File: config.mk
export PLATFORM = sky130hd
export DESIGN_NAME = adc_dither_timestamp_link_ctrl
export DESIGN_NICKNAME = d
export VERILOG_FILES = /design/src/inc/link_ctrl_pkg.sv /design/src/hw/sample_delay_line.sv /design/src/hw/axil_reg_slave.sv /design/src/hw/adc_dither_timestamp_link_ctrl.sv
export SDC_FILE = /design/constraint.sdc
export NUM_CORES = 1
export LEC_CHECK = 0
export ABC_AREA = 1
export BUFFER_PORTS_ARGS = -buffer_cell sky130_fd_sc_hd__buf_2
export CAP_MARGIN = 30
export CORE_UTILIZATION = 55
export CTS_CLUSTER_SIZE = 12
export DETAILED_ROUTE_END_ITERATION = 12
export PLACE_DENSITY = 0.84
export RECOVER_POWER = 100
export SLEW_MARGIN = 10
export SYNTH_ARGS = -nofsm -noshare
export SYNTH_HDL_FRONTEND = slang
export SYNTH_SLANG_ARGS = --single-unit
export TNS_END_PERCENT = 50
File: constraint.sdc
create_clock -name clk -period 2.85 [get_ports clk]
set_input_delay 0 -clock clk [delete_from_list [all_inputs] [get_ports clk]]
set_output_delay 0 -clock clk [all_outputs]
set_load 0.01 [all_outputs]
File: src/inc/link_ctrl_pkg.sv
// constants for the converter configuration register bank
// assumes byte addresses on the register bus are four times the register index

package link_ctrl_pkg;

  // ************************************************************
  // register indexes and bus addressing
  // ************************************************************
  localparam int        ADDR_W        = 12;
  localparam logic [11:0] IDX_DITHER    = 12'h09D;
  localparam logic [11:0] IDX_TS_LSB    = 12'h160;
  localparam logic [11:0] IDX_MISC      = 12'h161;
  localparam logic [11:0] IDX_LINK_EN   = 12'h200;
  localparam logic [11:0] IDX_LINK_MODE = 12'h201;
  localparam logic [11:0] IDX_KM        = 12'h202;
  localparam logic [11:0] IDX_MODE_LOCK = 12'h20E;
  localparam logic [11:0] IDX_STATUS    = 12'h20F;

  // ************************************************************
  // reset values and field positions
  // ************************************************************
  localparam logic [7:0] RST_DITHER    = 8'h01;
  localparam logic [7:0] RST_TS_LSB    = 8'h00;
  localparam logic [7:0] RST_MISC      = 8'h00;
  localparam logic [7:0] RST_LINK_EN   = 8'h01;
  localparam logic [7:0] RST_LINK_MODE = 8'h02;
  localparam logic [7:0] RST_KM        = 8'h1F;
  localparam logic [7:0] RST_MODE_LOCK = 8'hFF;

  localparam int DITH_EN_BIT  = 0;
  localparam int DITH_AMP_BIT = 1;
  localparam int DITH_ERR_BIT = 2;
  localparam int TS_EN_BIT    = 0;
  localparam int TSRX_BIT     = 0;
  localparam int CAL_EN_BIT   = 1;
  localparam int LINK_EN_BIT  = 0;

  // ************************************************************
  // timing and protocol
  // ************************************************************
  localparam int          SYNC_STAGES = 2;
  localparam logic [1:0]  RESP_OKAY   = 2'h0;
  localparam logic [1:0]  RESP_SLVERR = 2'h2;

  function automatic logic [ADDR_W-1:0] byte_addr(input logic [11:0] idx);
    byte_addr = {idx[ADDR_W-3:0], 2'h0};
  endfunction

endpackage

File: src/hw/sample_delay_line.sv
// fixed-latency delay line for sample words
// assumes one word enters on every clock edge
`timescale 1ns/1ps

module sample_delay_line #(
  parameter int W     = 14,
  parameter int DEPTH = 4
) (
  input  wire logic         clk,
  input  wire logic         sys_rst,
  input  wire logic [W-1:0] din,
  output logic      [W-1:0] dout
);

  logic [W-1:0] stage [DEPTH];

  always_ff @(posedge clk) begin
    if (sys_rst) begin
      for (int i = 0; i < DEPTH; i++) begin
        stage[i] <= '0;
      end
    end else begin
      stage[0] <= din;
      for (int i = 1; i < DEPTH; i++) begin
        stage[i] <= stage[i-1];
      end
    end
  end

  // the delayed word leaves straight from the last register
  assign dout = stage[DEPTH-1];

endmodule

File: src/hw/axil_reg_slave.sv
// AXI4-Lite slave front end for an 8-bit register file
// assumes the register file decodes addresses combinationally
`timescale 1ns/1ps

module axil_reg_slave
  import link_ctrl_pkg::*;
(
  input  wire logic              clk,
  input  wire logic              sys_rst,
  input  wire logic [ADDR_W-1:0] awaddr,
  input  wire logic              awvalid,
  output logic                   awready,
  input  wire logic [31:0]       wdata,
  input  wire logic [3:0]        wstrb,
  input  wire logic              wvalid,
  output logic                   wready,
  output logic [1:0]             bresp,
  output logic                   bvalid,
  input  wire logic              bready,
  input  wire logic [ADDR_W-1:0] araddr,
  input  wire logic              arvalid,
  output logic                   arready,
  output logic [31:0]            rdata,
  output logic [1:0]             rresp,
  output logic                   rvalid,
  input  wire logic              rready,
  output logic                   wr_en,
  output logic [ADDR_W-1:0]      wr_addr,
  output logic [7:0]             wr_data,
  output logic                   wr_lane0,
  input  wire logic              wr_ok,
  output logic [ADDR_W-1:0]      rd_addr,
  input  wire logic [7:0]        rd_data,
  input  wire logic              rd_ok
);

  logic aw_held;
  logic w_held;

  // address and data are parked separately, so either may come first
  assign awready = !aw_held && !bvalid;
  assign wready  = !w_held && !bvalid;
  assign wr_en   = aw_held && w_held && !bvalid;
  assign arready = !rvalid;
  assign rd_addr = araddr;

  always_ff @(posedge clk) begin
    if (sys_rst) begin
      aw_held  <= 1'b0;
      w_held   <= 1'b0;
      wr_addr  <= '0;
      wr_data  <= 8'h00;
      wr_lane0 <= 1'b0;
      bvalid   <= 1'b0;
      bresp    <= RESP_OKAY;
    end else begin
      if (awvalid && awready) begin
        aw_held <= 1'b1;
        wr_addr <= awaddr;
      end
      if (wvalid && wready) begin
        w_held   <= 1'b1;
        wr_data  <= wdata[7:0];
        wr_lane0 <= wstrb[0];
      end
      if (wr_en) begin
        aw_held <= 1'b0;
        w_held  <= 1'b0;
        bvalid  <= 1'b1;
        bresp   <= wr_ok ? RESP_OKAY : RESP_SLVERR;
      end else if (bready) begin
        bvalid <= 1'b0;
      end
    end
  end

  always_ff @(posedge clk) begin
    if (sys_rst) begin
      rvalid <= 1'b0;
      rdata  <= 32'h0000_0000;
      rresp  <= RESP_OKAY;
    end else if (arvalid && arready) begin
      rvalid <= 1'b1;
      rdata  <= {24'h00_0000, rd_ok ? rd_data : 8'h00};
      rresp  <= rd_ok ? RESP_OKAY : RESP_SLVERR;
    end else if (rready) begin
      rvalid <= 1'b0;
    end
  end

endmodule

File: src/hw/adc_dither_timestamp_link_ctrl.sv
// configuration registers for dither, timestamp marking and link enable/mode
// assumes samples and mode decode arrive on clk; timestamp pin is asynchronous
//
// Operation
// - error select: zero costs SNR, one costs offset
// - amplitude bit: zero small dither, one large
// - dither enable bit, reset one, turns dither
// - timestamp enable puts marker in sample LSB
// - marker delayed exactly like the samples
// - 8-bit mode: marker in LSB, seven data
// - 12-bit mode: marker in LSB, eleven data
// - alignment sequence always advertises zero control bits
// - link enable, reset one, gates output interface
// - link off: reset, serializers down, clocks gated
// - link off: multiframe counter held in reset
// - 8-bit mode field, reset 0x02, selects mode
// - mode-lock register limits selectable modes
// - frames-per-multiframe resets to 0x1F
// - frames-per-multiframe register holds K minus one
// - 64b/66b modes derive K from mode
//
// Decided for this implementation: the AXI4-Lite slave port.
`timescale 1ns/1ps

module adc_dither_timestamp_link_ctrl
  import link_ctrl_pkg::*;
#(
  parameter int          SAMPLE_W       = 12,
  parameter int          SAMPLE_LATENCY = 4,
  parameter logic [7:0]  FIRST_64B_MODE = 8'h20
) (
  input  wire logic                clk,
  input  wire logic                sys_rst,
  input  wire logic [ADDR_W-1:0]   s_axi_awaddr,
  input  wire logic                s_axi_awvalid,
  output logic                     s_axi_awready,
  input  wire logic [31:0]         s_axi_wdata,
  input  wire logic [3:0]          s_axi_wstrb,
  input  wire logic                s_axi_wvalid,
  output logic                     s_axi_wready,
  output logic [1:0]               s_axi_bresp,
  output logic                     s_axi_bvalid,
  input  wire logic                s_axi_bready,
  input  wire logic [ADDR_W-1:0]   s_axi_araddr,
  input  wire logic                s_axi_arvalid,
  output logic                     s_axi_arready,
  output logic [31:0]              s_axi_rdata,
  output logic [1:0]               s_axi_rresp,
  output logic                     s_axi_rvalid,
  input  wire logic                s_axi_rready,
  input  wire logic [SAMPLE_W-1:0] sample_in,
  input  wire logic                sample_in_valid,
  input  wire logic                sample_is_8bit,
  input  wire logic                timestamp_pin,
  input  wire logic [7:0]          k_from_mode_m1,
  output logic [SAMPLE_W-1:0]      sample_out,
  output logic                     sample_out_valid,
  output logic                     dither_enable,
  output logic                     dither_amplitude_sel,
  output logic                     dither_round_error_sel,
  output logic                     timestamp_receiver_enable,
  output logic                     cal_enable,
  output logic                     link_block_reset,
  output logic                     serializer_power_down,
  output logic                     link_clock_enable,
  output logic                     multiframe_counter_reset,
  output logic [7:0]               link_mode_select,
  output logic [7:0]               frames_per_multiframe_eff,
  output logic [1:0]               ila_control_bits
);

  // ************************************************************
  // register bus front end
  // ************************************************************
  logic              wr_en;
  logic [ADDR_W-1:0] wr_addr;
  logic [7:0]        wr_data;
  logic              wr_lane0;
  logic              wr_ok;
  logic [ADDR_W-1:0] rd_addr;
  logic [7:0]        rd_data;
  logic              rd_ok;

  axil_reg_slave axil_reg_slave_inst (
    .clk      (clk),
    .sys_rst  (sys_rst),
    .awaddr   (s_axi_awaddr),
    .awvalid  (s_axi_awvalid),
    .awready  (s_axi_awready),
    .wdata    (s_axi_wdata),
    .wstrb    (s_axi_wstrb),
    .wvalid   (s_axi_wvalid),
    .wready   (s_axi_wready),
    .bresp    (s_axi_bresp),
    .bvalid   (s_axi_bvalid),
    .bready   (s_axi_bready),
    .araddr   (s_axi_araddr),
    .arvalid  (s_axi_arvalid),
    .arready  (s_axi_arready),
    .rdata    (s_axi_rdata),
    .rresp    (s_axi_rresp),
    .rvalid   (s_axi_rvalid),
    .rready   (s_axi_rready),
    .wr_en    (wr_en),
    .wr_addr  (wr_addr),
    .wr_data  (wr_data),
    .wr_lane0 (wr_lane0),
    .wr_ok    (wr_ok),
    .rd_addr  (rd_addr),
    .rd_data  (rd_data),
    .rd_ok    (rd_ok)
  );

  // ************************************************************
  // register file
  // ************************************************************
  logic [7:0] dither_ctrl;
  logic [7:0] ts_mark_ctrl;
  logic [7:0] misc_ctrl;
  logic [7:0] link_en_reg;
  logic [7:0] link_mode_reg;
  logic [7:0] km_reg;
  logic [7:0] mode_lock;
  logic [7:0] status;

  function automatic logic hit(input logic [ADDR_W-1:0] a, input logic [11:0] idx);
    hit = (a == byte_addr(idx));
  endfunction

  function automatic logic mapped(input logic [ADDR_W-1:0] a);
    mapped = hit(a, IDX_DITHER) || hit(a, IDX_TS_LSB) || hit(a, IDX_MISC) ||
             hit(a, IDX_LINK_EN) || hit(a, IDX_LINK_MODE) || hit(a, IDX_KM) ||
             hit(a, IDX_MODE_LOCK) || hit(a, IDX_STATUS);
  endfunction

  wire wr_go        = wr_en && wr_lane0;
  wire wr_dither    = wr_go && hit(wr_addr, IDX_DITHER);
  wire wr_ts        = wr_go && hit(wr_addr, IDX_TS_LSB);
  wire wr_misc      = wr_go && hit(wr_addr, IDX_MISC);
  wire wr_link_en   = wr_go && hit(wr_addr, IDX_LINK_EN);
  wire wr_mode      = wr_go && hit(wr_addr, IDX_LINK_MODE);
  wire wr_km        = wr_go && hit(wr_addr, IDX_KM);
  wire wr_lock      = wr_go && hit(wr_addr, IDX_MODE_LOCK);
  // modes above the lock ceiling are dropped silently; bus still answers okay
  wire mode_allowed = (wr_data <= mode_lock);

  // status is read-only; writes to it are accepted and discarded
  assign wr_ok = mapped(wr_addr);
  assign rd_ok = mapped(rd_addr);

  assign rd_data = hit(rd_addr, IDX_DITHER)    ? dither_ctrl   :
                   hit(rd_addr, IDX_TS_LSB)    ? ts_mark_ctrl  :
                   hit(rd_addr, IDX_MISC)      ? misc_ctrl     :
                   hit(rd_addr, IDX_LINK_EN)   ? link_en_reg   :
                   hit(rd_addr, IDX_LINK_MODE) ? link_mode_reg :
                   hit(rd_addr, IDX_KM)        ? km_reg        :
                   hit(rd_addr, IDX_MODE_LOCK) ? mode_lock     :
                   hit(rd_addr, IDX_STATUS)    ? status        : 8'h00;

  // whole bytes are stored, so reserved bits read back as written
  always_ff @(posedge clk) begin
    if (sys_rst) begin
      dither_ctrl   <= RST_DITHER;
      ts_mark_ctrl  <= RST_TS_LSB;
      misc_ctrl     <= RST_MISC;
      link_en_reg   <= RST_LINK_EN;
      link_mode_reg <= RST_LINK_MODE;
      km_reg        <= RST_KM;
      mode_lock     <= RST_MODE_LOCK;
    end else begin
      if (wr_dither) begin
        dither_ctrl <= wr_data;
      end
      if (wr_ts) begin
        ts_mark_ctrl <= wr_data;
      end
      if (wr_misc) begin
        misc_ctrl <= wr_data;
      end
      if (wr_link_en) begin
        link_en_reg <= wr_data;
      end
      // ordering against link/calibration enable is software's duty
      if (wr_mode && mode_allowed) begin
        link_mode_reg <= wr_data;
      end
      if (wr_km) begin
        km_reg <= wr_data;
      end
      if (wr_lock) begin
        mode_lock <= wr_data;
      end
    end
  end

  // ************************************************************
  // control outputs
  // ************************************************************
  wire link_on  = link_en_reg[LINK_EN_BIT];
  wire ts_on    = ts_mark_ctrl[TS_EN_BIT];
  wire mode_64b = (link_mode_reg >= FIRST_64B_MODE);

  assign dither_enable             = dither_ctrl[DITH_EN_BIT];
  assign dither_amplitude_sel      = dither_ctrl[DITH_AMP_BIT];
  assign dither_round_error_sel    = dither_ctrl[DITH_ERR_BIT];
  assign timestamp_receiver_enable = misc_ctrl[TSRX_BIT];
  assign cal_enable                = misc_ctrl[CAL_EN_BIT];
  assign link_clock_enable         = link_on;
  assign link_block_reset          = !link_on;
  assign serializer_power_down     = !link_on;
  // a held counter ignores sysref, so no alignment while off
  assign multiframe_counter_reset  = !link_on;
  assign link_mode_select          = link_mode_reg;
  assign frames_per_multiframe_eff = mode_64b ? k_from_mode_m1 : km_reg;
  // the inserted marker is never announced in the lane alignment data
  assign ila_control_bits          = 2'h0;

  // ************************************************************
  // timestamp marking
  // ************************************************************
  logic [SYNC_STAGES-1:0] ts_sync;
  logic [SAMPLE_W-1:0]    smp_d [SYNC_STAGES];
  logic [SYNC_STAGES-1:0] vld_d;
  logic [SAMPLE_W+1:0]    dl_out;
  logic [SAMPLE_W-1:0]    dl_smp;
  logic [SAMPLE_W-1:0]    next_sample;

  // samples wait as long as the pin synchroniser, keeping marks aligned
  always_ff @(posedge clk) begin
    if (sys_rst) begin
      ts_sync <= '0;
      vld_d   <= '0;
      for (int i = 0; i < SYNC_STAGES; i++) begin
        smp_d[i] <= '0;
      end
    end else begin
      ts_sync  <= {ts_sync[SYNC_STAGES-2:0], timestamp_pin};
      vld_d    <= {vld_d[SYNC_STAGES-2:0], sample_in_valid};
      smp_d[0] <= sample_in;
      for (int i = 1; i < SYNC_STAGES; i++) begin
        smp_d[i] <= smp_d[i-1];
      end
    end
  end

  wire ts_now = ts_sync[SYNC_STAGES-1];

  sample_delay_line #(
    .W     (SAMPLE_W + 2),
    .DEPTH (SAMPLE_LATENCY)
  ) sample_delay_line_inst (
    .clk     (clk),
    .sys_rst (sys_rst),
    .din     ({vld_d[SYNC_STAGES-1], ts_now, smp_d[SYNC_STAGES-1]}),
    .dout    (dl_out)
  );

  assign dl_smp = dl_out[SAMPLE_W-1:0];

  // 8-bit samples ride in the low byte; upper bits are zero
  always_comb begin
    next_sample = dl_smp;
    if (sample_is_8bit) begin
      next_sample = {{(SAMPLE_W-8){1'b0}}, dl_smp[7:0]};
      if (ts_on) begin
        next_sample[0] = dl_out[SAMPLE_W];
      end
    end else if (ts_on) begin
      next_sample[0] = dl_out[SAMPLE_W];
    end
  end

  always_ff @(posedge clk) begin
    if (sys_rst) begin
      sample_out       <= '0;
      sample_out_valid <= 1'b0;
    end else begin
      sample_out       <= next_sample;
      sample_out_valid <= dl_out[SAMPLE_W+1];
    end
  end

  assign status = {4'h0, ts_now, mode_64b, ts_on & !timestamp_receiver_enable, link_on};
endmodule

==> metrics.yaml <==
clock_tree:
  htree_levels: 4
  tritoncts: "done"
  clkLatencyLatePin_ns: 0.43
  numCtsBuffers: 17
  cts.sinks: 188
  cts.path.max_buffers: 2
  clockRootBuffer: "clkbuf_16"
  clk_pin_slew_ns: 0.06
die:
  die_x_um: 119
  ios: 171
  initial_core_util_pct: 56.5
  die_h_um: 119
  die_area_um2: 14100
  core_region_area_um2: 13200
  rows: 42
global_route:
  antenna_found_initial: 0
  grt-ovfl-total: 0
  grt_max_degree: 101
  grt_pass1_vias: 5614
  track_usage_pct: 23.0
  grt_pass1_wl_mm: 25.6
setup_path:
  end_kind: "flop"
  crit_required_ns: 3.17
  worstPathArrival_ns: 2.68
  start_kind: "input pin"
  crit_fanout: 100
  crit_type: "in -> reg"
routing:
  ant_nets: 0
  wl_mm: 15.7
  vias: 6142
  first_pass_iters: 5
  drt_iter0_markers: 320
  drc: 0
  via_per_inst: 4.76
  routedWlPerCell_um: 12.2
outcome:
  violations: "max-capacitance violations, max-slew violations"
  outcome: "finished, violations left"
synthesis:
  netlist.area_leader.share_pct: 50.3
  syn_avg_cell_area_um2: 7.82
  yosys-top-cells-count: "dfxtp_1, nor2_1, inv_1"
  ys.flop_type: "dfxtp_1"
  yosys_warnings: 0
  yosysSeqAreaShare_pct: 50.3
  yosysMostFrequentCell: "dfxtp_1"
  synth_top_cell_by_area: "dfxtp_1"
  syn_inst: 957
  synth-edff-count: 0
  syn_area_um2: 7480
  synth_cell_types: 40
  async_flop_share_pct: 0
  synth-seq-cells: 188
  synthTopCellsByArea: "dfxtp_1, nor2_1, inv_1, nand2_1, o21ai_0"
timing:
  slew_viol_final: 101
  max_slew_margin_pct: -21.0
  worst_slew_pin_slew_ns: 1.81
  skew_ns: 0.00625
  finalSetupTns_ns: 0
  fin_crit_ns: 2.36
  hold_viol_final: 0
  grt_setup_unrepaired: "no"
  min_period_over_period_pct: 82.7
  setup_viol: 0
  max_freq_ghz: 0.424
final_layout:
  top_register: "sample_delay_line_inst.stage"
  stdcell_count: 1290
  fill_cells: 1100
  drive_gt1_share_pct: 12.4
  syn_to_final_growth_pct: 19.9
  n_antenna_cell: 0
  nets: 1199
  largest_register_ffs: 56
  fin_util_pct: 67.8
  reg_top3: "sample_delay_line_inst.stage (56), smp_d (24)"
power_and_ir_drop:
  p_leak_uw: 0.00405
  power_density_nw_per_um2: 629
  ir_worst_vdd_mv: 0.367
worst_hold_path:
  hp-class: "in -> reg"
flow_run:
  max-cap-violations: 1
placed_design:
  dp_hpwl_mm: 10.1
  io_buffer_count: 115
  dp_cells: 1217
  gp_congestion: 0.840
critical path, cell delays in order:
cell           delay [ns]
dlygate4sd3_1        0.52
buf_4                0.34
clkbuf_2             1.38
or2_2                0.34
nor2_1               0.05
logic make-up after synthesis:
kind of cell,after synthesis,synth area share (%)
adders and majority gates,8,1.34
DFF,188,50.3
other,1,0.0501
and+or+nand+nor,372,22.0
buffers and inverters,235,13.7
AOI/OAI and AO/OA,153,12.6
cells in the final DEF (no fill, tap or decap), types with 8 or more instances in the layout:
cell type	netlist	final
a211oi_1	12	16
a21oi_1	50	50
buf_2	1	61
clkbuf_1	23	53
clkbuf_16	0	17
conb_1	1	28
dfxtp_1	188	188
dlygate4sd3_1	0	41
ha_1	8	8
inv_1	160	163
nand2_1	118	118
nand3_1	22	22
nand4_1	13	13
nor2_1	174	178
nor3_1	9	10
o211ai_1	17	17
o21ai_0	51	53
worst paths after layout:
path / startpoint / endpoint / slack [ns] / depth (start not counted)
worst max-delay path: sys_rst / sample_out[11] / 0.49 / 5
worst min-delay path: s_axi_arvalid / axil_reg_slave_inst.rdata[0] / 0.08 / 4
worst max register to register: axil_reg_slave_inst.wr_addr[0] / ts_mark_ctrl[1] / 0.59 / 9
worst min register to register: sample_delay_line_inst.stage[0][12] / sample_delay_line_inst.stage[0][26] / 0.40 / 2
through the flow:
| step | total power, uW | hold WS [ns] | area [um^2] | worst slack, ns |
|---|---|---|---|---|
| floorplan | 3030 | 0.107 | 7580 | 1.21 |
| global placement | 3100 | 0.204 | 8050 | 1.04 |
| detailed placement | 3110 | 0.205 | 8050 | 1.01 |
| CTS | 5680 | 0.0656 | 9100 | 0.687 |
| global route | 5850 | 0.110 | 8980 | 0.270 |
| finish | 5640 | 0.0845 | 8980 | 0.492 |
final cells by class:
| type | instances | area (um^2) | share of cell area (%) |
|---|---|---|---|
| inverter | 174 | 653 | 7.28 |
| sequential | 188 | 3760 | 41.9 |
| clock inverter | 14 | 205 | 2.29 |
| clock buffer | 18 | 439 | 4.89 |
| timing repair buffer | 159 | 955 | 10.6 |
| multi-input combinational | 561 | 2740 | 30.5 |
| tap | 176 | 220 | 2.45 |
what timing repair did:
action,4_1_cts,5_1_grt
hold buffers,41,0
endpoints found under the hold margin,42,0
resized for setup,0,0
setup endpoints to repair,0,0
buffers inserted,0,0
routing by layer:
metal	GRT usage, %	vias to the layer above	part of all wire (%)
met5	0	-	0
met4	9.65	0	2.1
met3	4.73	27	6.0
met2	39.0	197	48
met1	28.3	2706	44
li1	-	3212	-
power by group:
part / internal [uW] / leakage, uW / switching, uW
clock: 1520 / 0.000320 / 1030
combinational: 133 / 0.00220 / 232
sequential: 2690 / 0.00153 / 37.9
total: 4340 / 0.00405 / 1300
Power figures use the tool's default switching activity.
